===== src/rtl/ffmd_pkg.sv =====
// Purpose: Shared constants and types for the freefall/motion detector.
// Assumes: 8-bit register port, signed 8-bit axis samples.
// Notes:   Axis index 2 is Z, 1 is Y, 0 is X throughout.
package ffmd_pkg;
  // ----------------------------------------------------------------
  // Register map
  // ----------------------------------------------------------------
  localparam logic [7:0] ADDR_CFG = 8'h15;
  localparam logic [7:0] ADDR_SRC = 8'h16;
  localparam logic [7:0] ADDR_THS = 8'h17;
  localparam logic [7:0] ADDR_CNT = 8'h18;
  localparam logic [7:0] RST_CFG = 8'h00;
  localparam logic [7:0] RST_THS = 8'h00;
  localparam logic [7:0] RST_CNT = 8'h00;
  localparam logic [7:0] ZERO8 = 8'h00;
  localparam logic [5:0] ZERO6 = 6'h00;
  localparam logic [7:0] ONE8 = 8'h01;
  // ----------------------------------------------------------------
  // Field positions
  // ----------------------------------------------------------------
  localparam int CFG_LATCH = 7;
  localparam int CFG_COMB = 6;
  localparam int CFG_EN_HI = 5;
  localparam int CFG_EN_LO = 3;
  localparam logic [7:0] CFG_WMASK = 8'hF8;
  localparam int THS_MODE = 7;
  localparam int THS_HI = 6;
  localparam int SRC_EVENT = 7;
  // ----------------------------------------------------------------
  // Types
  // ----------------------------------------------------------------
  typedef logic signed [7:0] ffmd_acc_t;
  typedef struct packed {
    ffmd_acc_t z;
    ffmd_acc_t y;
    ffmd_acc_t x;
  } ffmd_axes_t;
  typedef struct packed {
    logic [7:0] addr;
    logic wr;
    logic rd;
    logic [7:0] wdata;
  } ffmd_req_t;
endpackage


===== src/rtl/ffmd_core.sv =====
// Purpose: Freefall/motion detection with debounce and source flags.
// Assumes: One sample_valid pulse per output sample; single clock.
// Notes:   Register read data appears one cycle after the read strobe.
// Notes on behaviour
// (RULE1) Combine bit 0 freefall, 1 motion.
// (RULE2) All axis enables zero disables detection.
// (RULE3) Latch and combine bits give four modes.
// (RULE4) Unlatched freefall sets flag after debounce completes.
// (RULE5) Counter mode 0 decrements; clears after delay.
// (RULE6) Counter mode 1 clears flag when condition ends.
// (RULE7) Unlatched freefall: source read keeps flag.
// (RULE8) Unlatched axis flags follow live enabled status.
// (RULE9) Latched freefall flag holds until source read.
// (RULE10) Latched read clears flag and counter.
// (RULE11) Latched axis flags freeze until source read.
// (RULE12) Unlatched motion: set after debounce, mode clears.
// (RULE13) Unlatched motion: read clears nothing.
// (RULE14) Latched motion: read clears source and counter.
// (RULE15) Latched motion holds axis flags until read.
// (RULE16) Only enabled axes enter evaluation.
// (RULE17) Config layout; low three bits read zero.
// (RULE18) Motion above threshold, freefall at or below.
// (RULE19) Unsigned seven-bit threshold compare.
// (RULE20) Polarity 0 positive, 1 negative.
// (RULE21) Counter mode bit in threshold register, reset 0.
// (RULE22) Counter advances once per sample while true.
`timescale 1ns/1ps
`default_nettype none
module ffmd_core import ffmd_pkg::*; (
  // Clock and reset
  input wire logic clk_sys,
  input wire logic reset_n,
  // Acceleration samples
  input wire logic sample_valid,
  input wire ffmd_axes_t sample,
  // Register port
  input wire ffmd_req_t req,
  output var logic [7:0] reg_rdata_q,
  // Status
  output var logic event_active_q
);
  // ----------------------------------------------------------------
  // Registers and decode
  // ----------------------------------------------------------------
  logic [7:0] cfg_q;
  logic [7:0] ths_q;
  logic [7:0] lim_q;
  logic [7:0] cnt_q;
  logic [7:0] cnt_d;
  logic [7:0] cnt_base;
  logic [5:0] flags_q;
  logic [5:0] live;
  logic [2:0] en;
  logic [2:0] high;
  logic [2:0] pol;
  logic event_latch_enable;
  logic combine_select;
  logic counter_mode_bit;
  logic any_en;
  logic cond;
  logic src_rd;
  logic src_clr;
  logic hit;
  logic ul_clr;
  logic event_active_d;
  logic frozen;
  ffmd_acc_t [2:0] acc;

  assign event_latch_enable = cfg_q[CFG_LATCH];
  assign combine_select = cfg_q[CFG_COMB];
  assign en = cfg_q[CFG_EN_HI:CFG_EN_LO];
  assign counter_mode_bit = ths_q[THS_MODE];
  assign acc = sample;
  assign src_rd = req.rd && (req.addr == ADDR_SRC);
  // Only a latched read has side effects; unlatched reads are passive
  assign src_clr = src_rd && event_latch_enable; // see (RULE7) see (RULE13)

  // ----------------------------------------------------------------
  // Per-axis compare
  // ----------------------------------------------------------------
  // Magnitude of -128 is 128, which still fits the 8-bit compare
  for (genvar i = 0; i < 3; i++) begin : g_axis
    logic [7:0] mag;
    assign mag = acc[i][7] ? (~acc[i] + ONE8) : acc[i];
    assign high[i] = en[i] && (mag > {1'b0, ths_q[THS_HI:0]}); // see (RULE18) see (RULE19)
    assign pol[i] = en[i] && acc[i][7]; // see (RULE20)
    assign live[2*i+1] = high[i]; // see (RULE16)
    assign live[2*i] = pol[i];
  end

  // Combine enabled axes: OR of highs, or AND of lows
  assign any_en = |en; // see (RULE2)
  assign cond = any_en && (combine_select ? |high : ~|(high & en)); // see (RULE1) see (RULE3)

  // ----------------------------------------------------------------
  // Debounce counter
  // ----------------------------------------------------------------
  // A latched read restarts the count, so a new event waits the delay
  always_comb begin
    cnt_base = src_clr ? ZERO8 : cnt_q; // see (RULE10) see (RULE14)
    cnt_d = cnt_base;
    if (!any_en) begin
      cnt_d = ZERO8;
    end else if (sample_valid) begin
      if (cond) begin
        if (cnt_base < lim_q) begin
          cnt_d = cnt_base + ONE8; // see (RULE22)
        end
      end else if (counter_mode_bit) begin
        cnt_d = ZERO8; // see (RULE6)
      end else if (cnt_base != ZERO8) begin
        cnt_d = cnt_base - ONE8; // see (RULE5)
      end
    end
  end

  always_ff @(posedge clk_sys) begin
    if (!reset_n) begin
      cnt_q <= ZERO8;
    end else begin
      cnt_q <= cnt_d;
    end
  end

  // ----------------------------------------------------------------
  // Event-active flag
  // ----------------------------------------------------------------
  assign hit = sample_valid && cond && (cnt_d == lim_q); // see (RULE4) see (RULE12)
  assign ul_clr = sample_valid && !cond && (cnt_d == ZERO8); // see (RULE5) see (RULE6)

  // A set in the same cycle as a clearing read wins
  always_comb begin
    if (!any_en) begin
      event_active_d = 1'b0;
    end else if (event_latch_enable) begin
      event_active_d = hit || (event_active_q && !src_clr); // see (RULE9) see (RULE14)
    end else begin
      event_active_d = hit || (event_active_q && !ul_clr); // see (RULE12)
    end
  end

  always_ff @(posedge clk_sys) begin
    if (!reset_n) begin
      event_active_q <= 1'b0;
    end else begin
      event_active_q <= event_active_d;
    end
  end

  // ----------------------------------------------------------------
  // Axis flags
  // ----------------------------------------------------------------
  // Frozen once a latched event is raised; the raising sample is kept
  assign frozen = event_latch_enable && event_active_q && !src_clr; // see (RULE11) see (RULE15)

  always_ff @(posedge clk_sys) begin
    if (!reset_n) begin
      flags_q <= ZERO6;
    end else if (!any_en) begin
      flags_q <= ZERO6;
    end else if (frozen) begin
      flags_q <= flags_q;
    end else if (sample_valid) begin
      flags_q <= live; // see (RULE8)
    end else if (src_clr) begin
      flags_q <= ZERO6; // see (RULE14)
    end
  end

  // ----------------------------------------------------------------
  // Register writes
  // ----------------------------------------------------------------
  always_ff @(posedge clk_sys) begin
    if (!reset_n) begin
      cfg_q <= RST_CFG;
    end else if (req.wr && req.addr == ADDR_CFG) begin
      cfg_q <= req.wdata & CFG_WMASK; // see (RULE17)
    end
  end

  always_ff @(posedge clk_sys) begin
    if (!reset_n) begin
      ths_q <= RST_THS; // see (RULE21)
    end else if (req.wr && req.addr == ADDR_THS) begin
      ths_q <= req.wdata;
    end
  end

  always_ff @(posedge clk_sys) begin
    if (!reset_n) begin
      lim_q <= RST_CNT;
    end else if (req.wr && req.addr == ADDR_CNT) begin
      lim_q <= req.wdata;
    end
  end

  // ----------------------------------------------------------------
  // Register reads
  // ----------------------------------------------------------------
  // Disabled axes read zero even if their stored flags lag a config change
  always_ff @(posedge clk_sys) begin
    if (!reset_n) begin
      reg_rdata_q <= ZERO8;
    end else if (req.rd) begin
      case (req.addr)
        ADDR_CFG: reg_rdata_q <= cfg_q;
        ADDR_SRC: reg_rdata_q <= {event_active_q, 1'b0,
                                  flags_q & {{2{en[2]}}, {2{en[1]}}, {2{en[0]}}}};
        ADDR_THS: reg_rdata_q <= ths_q;
        ADDR_CNT: reg_rdata_q <= lim_q;
        default: reg_rdata_q <= ZERO8;
      endcase
    end
  end

  // Disabled axes read zero whatever is stored; sign alone picks polarity
  for (genvar k = 0; k < 3; k++) begin : g_axis_chk

  end
endmodule // ffmd_core
`default_nettype wire


===== config.mk =====
export PLATFORM = sky130hd
export DESIGN_NAME = ffmd_core
export DESIGN_NICKNAME = d
export VERILOG_FILES = /design/src/rtl/ffmd_pkg.sv /design/src/rtl/ffmd_core.sv
export SDC_FILE = /design/constraint.sdc
export NUM_CORES = 1
export LEC_CHECK = 0
export BUFFER_PORTS_ARGS = -buffer_cell sky130_fd_sc_hd__clkbuf_2
export CAP_MARGIN = 20
export CORE_MARGIN = 5
export CORE_UTILIZATION = 40
export DETAILED_ROUTE_END_ITERATION = 7
export HOLD_SLACK_MARGIN = 0.12
export PLACE_DENSITY = 0.68
export SETUP_SLACK_MARGIN = 0.2
export SYNTH_ARGS = -nofsm -noshare
export SYNTH_HDL_FRONTEND = slang
export SYNTH_SLANG_ARGS = --single-unit

===== constraint.sdc =====
create_clock -name clk_sys -period 3.9 [get_ports clk_sys]
set_input_delay 0.195 -clock clk_sys [delete_from_list [all_inputs] [get_ports clk_sys]]
set_output_delay 0.195 -clock clk_sys [all_outputs]
set_load 0.01 [all_outputs]

== After elaboration in Yosys (flattened, before gate mapping) ==
Index checks and enable logic that the tools add are counted.

* Output and inout port bits: 9
* Flip-flop bits (word level): 44

* Magnitude comparators: 4
* Equality and inequality tests: 5
* Bitwise operators: 6
* Reductions and logical operators: 34
* $add $sub $neg: 5
* Mux-type cells: 15

{| class="wikitable"
|+ Operators by type and width
! cell !! count
|-
| $mux 8 || 10
|-
| $add 8x1->8 const B || 4
|-
| $eq 8x5->1 const B || 4
|-
| $pmux 8 s4 || 1
|-
| $gt 8x7->1 || 3
|-
| $not 8->8 || 3
|-
| $logic_and 1x1->1 || 20
|-
| $mux 6 || 2
|-
| $reduce_or 3->1 || 3
|-
| $eq 8x8->1 || 1
|-
| $logic_not 8->1 || 1
|-
| $lt 8x8->1 || 1
|-
| $reduce_bool 8->1 || 1
|-
| $sub 8x1->8 const B || 1
|-
| $and 6x6->6 || 1
|-
| $logic_not 1->1 || 4
|-
| $reduce_and 2->1 || 2
|-
| $and 3x3->3 || 1
|-
| $logic_or 1x1->1 || 2
|-
| $mux 1 || 2
|-
| $reduce_bool 2->1 || 1
|-
| $not 1->1 || 1
|}

== Longest topological paths before layout ==
Gate-level depths: netlist of run 1.

* Word-level depth: 19
* Gate-level depth with buffers: 20

== Least setup slack after synthesis of run 1 ==
OpenSTA, ideal clock, no wires.

* Path kind: input to register
* Start: in req[17] in the netlist's numbering
* End: reg event_active_q
* Stages: 19
* Setup time: 67 ps
* Required time: 3833 ps
* Path slack: -335 ps
* Arrival time: 4168 ps
* Cells stage by stage: or4b_1 > buf_2 > or3_1 > clkbuf_1 > buf_1 > nand2_1 > inv_1 > ha_1 > o21a_1 > a21oi_1 > nand2_1 > o21ai_2 > nand2_1 > or4_1 > mux2_2 > a211o_1 > and3_1 > a31o_1 > o21ai_2

* Cells in the longest elaborated chain, start to end: 16

{| class="wikitable"
|+ Ends and longest elaborated chain
! item !! line !! text
|-
| start, declared || ffmd_core.sv:37 || <nowiki>input wire ffmd_req_t req,</nowiki>
|-
| $eq 8x5->1 * || ffmd_core.sv:74 || <nowiki>assign src_rd = req.rd && (req.addr == ADDR_SRC);</nowiki>
|-
| $logic_and 1x1->1 * || ffmd_core.sv:74 ||
|-
| $logic_and 1x1->1 * || ffmd_core.sv:76 || <nowiki>assign src_clr = src_rd && event_latch_enable;</nowiki>
|-
| $mux 8 || ffmd_core.sv:100 || <nowiki>cnt_base = src_clr ? ZERO8 : cnt_q;</nowiki>
|-
| $sub 8x1->8 / $reduce_bool 8->1 (equally long branches) || ffmd_core.sv:112, ffmd_core.sv:111 ||
|-
| $mux 8 || ffmd_core.sv:111 || <nowiki>end else if (cnt_base != ZERO8) begin</nowiki>
|-
| $mux 8 || ffmd_core.sv:109 || <nowiki>end else if (counter_mode_bit) begin</nowiki>
|-
| $mux 8 || ffmd_core.sv:105 || <nowiki>if (cond) begin</nowiki>
|-
| $mux 8 || ffmd_core.sv:104 || <nowiki>end else if (sample_valid) begin</nowiki>
|-
| $mux 8 || ffmd_core.sv:102 || <nowiki>if (!any_en) begin</nowiki>
|-
| $logic_not 8->1 || ffmd_core.sv:129 || <nowiki>assign ul_clr = sample_valid && !cond && (cnt_d == ZERO8);</nowiki>
|-
| $logic_and 1x1->1 || ffmd_core.sv:129 ||
|-
| $logic_not 1->1 || ffmd_core.sv:138 || <nowiki>event_active_d = hit || (event_active_q && !ul_clr);</nowiki>
|-
| $logic_and 1x1->1 || ffmd_core.sv:138 ||
|-
| $logic_or 1x1->1 || ffmd_core.sv:138 ||
|-
| $mux 1 * || ffmd_core.sv:135 || <nowiki>end else if (event_latch_enable) begin</nowiki>
|-
| end signal, assigned || ffmd_core.sv:146 || <nowiki>event_active_q <= event_active_d;</nowiki>
|-
| end, declared || ffmd_core.sv:40 || <nowiki>output var logic event_active_q</nowiki>
|}

Mark *: on every way between the ends. The rest lies on a longest branch, timed or not.
A chain may end at the register's enable or synchronous reset.

== Final worst setup path of run 1 ==
Same ends and word-level chain as after synthesis.

==> results.txt, run 1 <==
Initial Utilization: 0.406
Yosys Warn Count: 0
Vias in the first global route: 3903
Post-synth EDFFs: 0
Crit path DAT: 3.87 ns
Mapped cell area: 0.00371 sq mm
Peak supply drop: 0.000180 V
RD Place Congestion: 0.934
Total power: 0.982 mW
Port Buffers: 53
Met1 Routed Length: 5340 um
Met2 Wirelength: 5620 um
Clock Latency Late Sink: 0.31 ns
Maxcap violations: 0
Diodes inserted: 0
Syn_area_per_cell: 7.30 sq um
Kind of critical path: in2reg
CTS sink cnt: 44
CTS tree: done
Die Y: 106 um
Final ANT Viol Nets: 0
Post-synthesis cell count: 509
Placed cells: 677
Cell taking the most area after synthesis: dfxtp_1
# DRC: 0
Total Wirelength: 12200 um
Setup TNS: 0 ns
Fillcell total: 898
Core area: 0.00915 sq mm
GRT overflow: 0
Fmax: 276 MHz
Largest net degree at the start of global routing: 35
Place WS: -0.113 ns
Hold_ws: 0.133 ns
Initial antenna violation count: 0
Drt first pass iters: 5
Commonest register cell after synthesis: dfxtp_1
Layout area overhead: 21.6%
Yosys top cell area share: 0.237
Min Clock Period, post-route: 3.62 ns
Placed inst area: 0.00429 sq mm
CP endpoint kind: flop
Via/cell ratio: 6.05
Final Cycle Share: 0.929
First-pass GRT wire length: 19200 um
Max Slew Vio Count: 0
Die width: 106 um
Via Count: 4156
Top cells by area, synth: dfxtp_1, ha_1, nand2_1, a21oi_1, xnor2_1
Layout cells sized above 1: 0.215
Met3 WL: 891 um
Syn_nets: 588
Overall Global Routing Usage: 0.210
WL/cell: 17.7 um
IO Count: 54
Total CTS buffers: 5
H-tree depth: 2
Worst setup SP type: input port
Leak: 1.78 nW
Min-Delay Path Class: in2reg
Flops & latches, synth: 44
Seq/Total Area, Yosys: 0.237
Site Rows: 35
PwrDens: 217 mW/mm^2
Top routing layer used: met4
Clk buf depth: 2
Status: finished, final reports clean
Setup WS post-layout: 0.278 ns
CTS clk-pin slew, worst paths: 0.10 ns
Slew at the pin closest to its max-slew limit: 0.988 ns
Slew headroom: 0.337
CP Max Fanout: 6
Synth cell types: 59
Worst Path Required: 4.15 ns
# setup viols final: 0
Non-Filler Instances: 687
Initial DRC Count: 336
Placed wire-length estimate: 9440 um
Final Hold Fails: 0
Util after Layout: 0.494
Final instance area: 0.00452 sq mm
RSZ-0062 raised after global routing: true
Clock Skew: 0.0126 ns
Post-synth ARST share: 0
Total Nets Final: 654
Die Area: 0.0113 sq mm
Root Driver: clkbuf_8
critical path: stages:
cell and delay (ns):
clkbuf_2 0.08, or4b_4 0.57, or3_4 0.48, nand2_1 0.12, inv_1 0.09, ha_1 0.30, a211oi_1 0.25, nand2_1 0.09
o21ai_2 0.20, nand2_1 0.10, or4_1 0.41, mux2_4 0.28, a211o_1 0.30, and3_1 0.18, a31o_1 0.18, o21ai_2 0.05
worst paths after layout:
kind,startpoint,to,slack (ns),cells past startpoint
min,req[2],ths_q[2]$_SDFFE_PN0P_,0.13,3
min reg2reg,lim_q[4]$_SDFFE_PN0P_,lim_q[4]$_SDFFE_PN0P_,0.48,2
max reg2reg,cfg_q[7]$_SDFFE_PN0P_,event_active_q$_SDFF_PN0_,0.35,15
max,req[17],event_active_q$_SDFF_PN0_,0.28,16
sequential cells by signal (all words and copies together) (netlist names):
register / count
reg_rdata_q: 8
flags_q: 6
lim_q: 8
event_active_q: 1
cnt_q: 8
cfg_q: 5
ths_q: 8
cell usage after synthesis (2+ instances only):
cell type / n
nand2_1: 65
dfxtp_1: 44
nor2_1: 43
a21oi_1: 42
ha_1: 34
nand3_1: 31
inv_1: 30
xnor2_1: 22
o21ai_0: 21
clkbuf_1: 19
nor3_1: 14
nand4_1: 12
mux2i_1: 11
a22oi_1: 10
or3_1: 9
a31oi_1: 8
nand2b_1: 6
a211oi_1: 5
and3_1: 5
nor4_1: 5
o31ai_1: 5
a21o_1: 4
and2_1: 4
a211o_1: 3
buf_1: 3
nand3b_1: 3
nand4b_1: 3
o21a_1: 3
o21bai_1: 3
o221ai_1: 3
or4_1: 3
a221oi_1: 2
a32oi_1: 2
buf_2: 2
clkinv_1: 2
nor2b_1: 2
o21ai_2: 2
o22ai_1: 2
o31a_1: 2
metal layers:
metal,vias to the layer above,global-route usage
li1,1982,-
met1,1959,0.275
met2,181,0.341
met3,34,0.0383
met4,0,0.0842
met5,-,0
repair_timing:
action	CTS	global route
gates resized for setup	0	22
hold buffers	0	0
buffers inserted	0	1
setup endpoints to repair	0	5
cell type report:
type | count | area, sq um | area share
well taps | 111 | 139 | 0.0307
clock buffers | 5 | 68.8 | 0.0152
repair buffers | 82 | 483 | 0.107
clock inverters | 3 | 46.3 | 0.0102
flip-flops and latches | 44 | 882 | 0.195
multi-input cells | 410 | 2780 | 0.615
inverters | 32 | 120 | 0.0266
layout by cell type, fill, tap and decap left out, types with 6 or more instances in the layout:
cell type	n
o21ai_0	19
a31oi_1	8
buf_4	29
nand2_1	61
nand3_1	31
inv_1	28
a22oi_1	10
nand4_1	12
nand2b_1	6
xnor2_1	22
mux2i_1	11
nor3_1	13
clkbuf_2	53
dfxtp_1	43
a21oi_1	40
nor2_1	43
ha_1	32
or3_1	6
cells by family after synthesis:
kind of cell | count (synthesis) | synth area share
fa+ha+maj | 34 | 0.115
buf+inv | 56 | 0.0573
flops | 44 | 0.237
xor+xnor | 22 | 0.0519
compound gates | 130 | 0.231
simple gates | 211 | 0.276
mux | 12 | 0.0327
power breakdown:
part,leakage (nW),internal [mW],switching (mW)
Sequential,0.355,0.450,0.00111
Combinational,1.37,0.0696,0.0920
Clock,0.0548,0.193,0.176
(Power assumes the default switching activity.)
==> run 2, diff against run 1 <==
CORE_ASPECT_RATIO = 1.2   (was unset)
CORE_UTILIZATION = 25   (was 40)
PLACE_DENSITY = 0.49   (was 0.68)
==> run 2 against run 1 <==
Against the previous run: clock skew shrank 0.00060 ns; setup slack worse by 0.017 ns; combinational power increased by 4%; critical path depth is 1 higher; cell area is 6.1% higher; sequential power about the same; clock power increased by 36%; sequential share of layout area decreased by 1.1 points; fmax down 0.47%; worst hold slack improved by 0.028 ns; register-to-register slack hardly changed; utilization decreased by 16 points; largest cell class unchanged; highest routed layer unchanged.
==> results.txt, run 2 (synthesized netlist as in run 1, its figures left out) <==
Status: finished, final reports clean
Min-Delay Path Class: in2reg
Port Buffers: 53 (unchanged)
Via Count: 4081 (-1.8%)
Site Rows: 48 (+37%)
Root Driver: clkbuf_16
Final ANT Viol Nets: 0 (unchanged)
Peak supply drop: 0.000195 V (+8.0%)
WL/cell: 16.9 um (-4.6%)
Die width: 121 um (+14%)
Cell Chain, Critical Path: clkbuf_2 -> or4b_4 -> or3_4 -> nand2_4 -> inv_2 -> ha_4 -> a211o_1 -> a21oi_2 -> nand2_1 -> o21ai_2 -> nand2_2 -> or4_1 -> mux2_4 -> a211o_1 -> and3_1 -> a31o_1 -> o21ai_2
Part of the power in combinational logic: 0.151 (-0.014)
Max Slew Vio Count: 0 (unchanged)
CTS clk-pin slew, worst paths: 0.07 ns (-0.03 ns)
CP Max Fanout: 5 (-1)
Clock Latency Late Sink: 0.30 ns (about the same)
# setup viols final: 0 (unchanged)
Slowest-stage cell, CP: or4b_4
Initial antenna violation count: 0 (unchanged)
Crit path DAT: 3.88 ns (about the same)
Most common cell after layout, fill and taps aside: nand2_1
Total Wirelength: 13300 um (+9.2%)
Worst setup SP type: input port
CTS tree: done
Util after Layout: 0.331 (-0.163)
Place WS: -0.138 ns (-0.0254 ns)
Switching part of the total power: 0.259 (-0.0154)
Internal: 0.830 mW (+16%)
PwrDens: 234 mW/mm^2 (+7.5%)
Clk network pwr share: 0.447 (+0.071)
Initial DRC Count: 332 (-1.2%)
Grt met1 use: 0.179 (-0.0960)
Vias in the first global route: 4030 (+3.3%)
Clk buf depth: 2 (unchanged)
IO Count: 54 (unchanged)
First-pass GRT wire length: 20900 um (+9.0%)
RD Place Congestion: 0.940 (+0.65%)
Crit path max-delay family: simple AND/OR/NAND/NOR gates
Initial Utilization: 0.257 (-0.149)
Worst Path Required: 4.14 ns (about the same)
GR Util met3: 0.0142 (-0.0241)
Final instance area: 0.00479 sq mm (+6.1%)
CTS sink cnt: 44 (unchanged)
Clock Skew: 0.0120 ns (-0.000596 ns)
Layout cells sized above 1: 0.232 (+0.0164)
Core area: 0.0145 sq mm (+58%)
Setup bufs post-CTS: 0 (unchanged)
RSZ-0062 raised after global routing: true
Total CTS buffers: 5 (unchanged)
Cts hold-fix bufs: 0 (unchanged)
Final Cycle Share: 0.933 (+0.00441)
Crit-path max cell delay: 0.57 ns (about the same)
Setup WS post-layout: 0.261 ns (-0.0172 ns)
Hold_ws: 0.162 ns (+0.0285 ns)
Sw Pwr: 0.290 mW (+7.7%)
Placed inst area: 0.00448 sq mm (+4.5%)
Kind of critical path: in2reg
Min Clock Period, post-route: 3.64 ns (+0.0172 ns)
Leak: 1.87 nW (+4.9%)
Placed cells: 777 (+15%)
Layout area overhead: 29.0%
Placed wire-length estimate: 10500 um (+11%)
Non-Filler Instances: 787 (+15%)
Commonest cells after routing, fill and taps aside: nand2_1, clkbuf_2, nor2_1, dfxtp_1, a21oi_1
Die Area: 0.0174 sq mm (+54%)
Final Hold Fails: 0 (unchanged)
Fmax: 275 MHz (-0.47%)
Via/cell ratio: 5.19 (-14%)
# DRC: 0 (unchanged)
CP endpoint kind: flop
Largest net degree at the start of global routing: 35 (unchanged)
Buf/Inv on CP: 2 (unchanged)
Total Nets Final: 665 (+1.7%)
H-tree depth: 2 (unchanged)
Die Y: 144 um (+35%)
Drt first pass iters: 5 (unchanged)
GRT overflow: 0 (unchanged)
Diodes inserted: 0 (unchanged)
Slew at the pin closest to its max-slew limit: 0.970 ns (-0.0179 ns)
Overall Global Routing Usage: 0.151 (-0.0593)
Maxcap violations: 0 (unchanged)
Met2 usage: 0.278 (-0.0637)
Fraction of power consumed by sequential logic: 0.402 (-0.057)
Most used routing layer in global routing: met2
Slew headroom: 0.345 (+0.00755)
## run 2: power by group through the flow
stage / Sequential (mW) / Combinational (mW) / Clock, mW
floorplan: 0.461 / 0.0931 / 0
global placement: 0.461 / 0.156 / 0
detailed placement: 0.461 / 0.160 / 0
CTS: 0.451 / 0.162 / 0.513
global route: 0.450 / 0.190 / 0.529
finish: 0.451 / 0.169 / 0.500
## run 2: final timing paths
check	start	to	slack (ns)	depth (start not counted)
worst max-delay path	req[17]	event_active_q$_SDFF_PN0_	0.26	17
worst min register to register	lim_q[7]$_SDFFE_PN0P_	lim_q[7]$_SDFFE_PN0P_	0.48	2
worst max register to register	cfg_q[7]$_SDFFE_PN0P_	event_active_q$_SDFF_PN0_	0.34	16
worst min-delay path	req[2]	lim_q[2]$_SDFFE_PN0P_	0.16	3
## run 2: tightest hold or removal path, cell delays in order
cell and delay, ns:
clkbuf_2 0.10, nand3_1 0.06, a21oi_1 0.05
## run 2: stage by stage
stage | power [mW] | setup TNS (ns)
2_1_floorplan | 0.554 | 0
5_1_grt | 1.17 | 0
6_report | 1.12 | 0
3_3_place_gp | 0.617 | -0.127
4_1_cts | 1.13 | 0
3_5_place_dp | 0.621 | -0.138
## run 2: area by class of cell
class                   count  area, sq um
clock inverters             3         46.3
multi-input cells         410         2780
fillers                  1546         9680
repair buffers             93          586
flip-flops and latches     44          882
well taps                 200          250
clock buffers               5          125
inverters                  32          120
## run 2: timing repair
| item | 4_1_cts | 5_1_grt |
|---|---|---|
| cloned | 0 | 1 |
| gates resized for setup | 6 | 17 |
| endpoints found under the setup margin | 1 | 1 |
| pin swaps | 0 | 6 |
## run 2: metal layers
layer	up-vias	wire [um]
met3	30	594
li1	2006	-
met2	140	6710
met5	-	0
met1	1905	5480
met4	0	500
==> run 3, diff against run 2 <==
CTS_BUF_LIST = sky130_fd_sc_hd__clkbuf_8   (was unset)
==> run 3 against run 2 <==
Against the previous run: setup slack better by 0.017 ns; non-clock buffer count unchanged; die area unchanged; clock skew up 0.0043 ns; largest cell class unchanged; highest routed layer unchanged.
==> results.txt, run 3 (synthesized netlist as in run 1, its figures left out) <==
Status: finished, final reports clean
Kind of critical path: in2reg
Total CTS buffers: 5 (unchanged)
Final instance area: 0.00473 sq mm (-1.2%)
Layout area overhead: 27.5%
Worst Path Required: 4.16 ns (+0.02 ns)
Diodes inserted: 0 (unchanged)
Sw Pwr: 0.277 mW (-4.4%)
CTS tree: done
Non-Filler Instances: 787 (unchanged)
Crit-path max cell delay: 0.57 ns (about the same)
Switching part of the total power: 0.278 (+0.0194)
CP Max Fanout: 5 (unchanged)
Die width: 121 um (unchanged)
Port Buffers: 53 (unchanged)
Setup WS post-layout: 0.277 ns (+0.0166 ns)
# DRC: 0 (unchanged)
Slowest-stage cell, CP: or4b_4
Die Y: 144 um (unchanged)
Clock Skew: 0.0163 ns (+0.00433 ns)
Core area: 0.0145 sq mm (unchanged)
Total Wirelength: 13300 um (about the same)
Part of the power in combinational logic: 0.170 (+0.019)
IO Count: 54 (unchanged)
Fraction of power consumed by sequential logic: 0.453 (+0.051)
Cell Chain, Critical Path: clkbuf_2 -> or4b_4 -> or3_4 -> nand2_4 -> inv_2 -> ha_4 -> a211o_1 -> a21oi_2 -> nand2_1 -> o21ai_2 -> nand2_2 -> or4_1 -> mux2_4 -> a211o_1 -> and3_1 -> a31o_1 -> o21ai_2
Initial DRC Count: 345 (+3.9%)
Max Slew Vio Count: 0 (unchanged)
Leak: 1.84 nW (-1.4%)
CP endpoint kind: flop
Vias in the first global route: 4020 (-0.25%)
Maxcap violations: 0 (unchanged)
Final Cycle Share: 0.929 (-0.00425)
Most common cell after layout, fill and taps aside: nand2_1
Placed inst area: 0.00448 sq mm (unchanged)
RD Place Congestion: 0.940 (unchanged)
H-tree depth: 2 (unchanged)
Clk buf depth: 2 (unchanged)
CTS clk-pin slew, worst paths: 0.11 ns (+0.04 ns)
GRT overflow: 0 (unchanged)
Overall Global Routing Usage: 0.151 (-0.000164)
Commonest cells after routing, fill and taps aside: nand2_1, clkbuf_2, nor2_1, dfxtp_1, a21oi_1
Placed cells: 777 (unchanged)
CTS sink cnt: 44 (unchanged)
Hold_ws: 0.145 ns (-0.0171 ns)
Fmax: 276 MHz (+0.46%)
# setup viols final: 0 (unchanged)
Site Rows: 48 (unchanged)
Peak supply drop: 0.000151 V (-23%)
Layout cells sized above 1: 0.232 (unchanged)
Via Count: 4126 (+1.1%)
Clk network pwr share: 0.378 (-0.069)
Worst setup SP type: input port
Final ANT Viol Nets: 0 (unchanged)
Via/cell ratio: 5.24 (+1.1%)
Largest net degree at the start of global routing: 35 (unchanged)
Total Nets Final: 665 (unchanged)
Place WS: -0.138 ns (unchanged)
First-pass GRT wire length: 20900 um (-0.26%)
Die Area: 0.0174 sq mm (unchanged)
Slew headroom: 0.317 (-0.0281)
Slew at the pin closest to its max-slew limit: 1.01 ns (+0.0416 ns)
Initial Utilization: 0.257 (unchanged)
Placed wire-length estimate: 10500 um (unchanged)
Root Driver: clkbuf_8
Total power: 0.995 mW (-11%)
Clock Latency Late Sink: 0.31 ns (about the same)
RSZ-0062 raised after global routing: true
Setup bufs post-CTS: 0 (unchanged)
Final Hold Fails: 0 (unchanged)
Min Clock Period, post-route: 3.62 ns (-0.0166 ns)
Initial antenna violation count: 0 (unchanged)
PwrDens: 210 mW/mm^2 (-10%)
WL/cell: 16.9 um (about the same)
Internal: 0.718 mW (-13%)
Util after Layout: 0.327 (-0.00389)
Setup TNS: 0 ns (unchanged)
Crit path DAT: 3.88 ns (about the same)
Min-Delay Path Class: in2reg
Drt first pass iters: 5 (unchanged)
## run 3: path summary, 6_finish.rpt
| check | cells after the start | slack [ns] | end | start |
|---|---|---|---|---|
| worst max-delay path | 17 | 0.28 | event_active_q$_SDFF_PN0_ | req[17] |
| worst min-delay path | 3 | 0.14 | lim_q[0]$_SDFFE_PN0P_ | req[0] |
| worst max register to register | 16 | 0.32 | event_active_q$_SDFF_PN0_ | cfg_q[7]$_SDFFE_PN0P_ |
| worst min register to register | 2 | 0.48 | lim_q[7]$_SDFFE_PN0P_ | lim_q[7]$_SDFFE_PN0P_ |
## run 3: power by group through the flow
| stage | logic (mW) | clock network (mW) | registers (mW) |
|---|---|---|---|
| after CTS | 0.161 | 0.388 | 0.450 |
| after global placement | 0.156 | 0 | 0.461 |
| after floorplan | 0.0931 | 0 | 0.461 |
| final | 0.169 | 0.376 | 0.450 |
| after global routing | 0.190 | 0.403 | 0.451 |
| after detailed placement | 0.160 | 0 | 0.461 |
## run 3: cell type report
cell class              instances  area, sq um
flip-flops and latches         44          882
repair buffers                 93          586
inverters                      32          120
clock inverters                 3         46.3
multi-input cells             410         2780
clock buffers                   5         68.8
fillers                      1555         9740
well taps                     200          250
## run 3: what timing repair did
action,in CTS,in global routing
pin swaps,0,6
cloned,0,1
endpoints found under the setup margin,1,1
hold buffers,0,0
gates resized for setup,3,20
## run 3: critical path, delay by kind of cell
kind            cells  cell delay [ns]
simple gates        7             1.92
compound gates      6             1.16
mux                 1             0.26
fa+ha+maj           1             0.23
buf+inv             2             0.13
## run 3: routing by layer
metal | GRT usage | wire length [um] | up-vias
met1 | 0.179 | 5560 | 1960
met3 | 0.0142 | 545 | 28
met5 | 0 | 0 | -
li1 | - | - | 2008
met2 | 0.277 | 6690 | 130
met4 | 0.0649 | 474 | 0
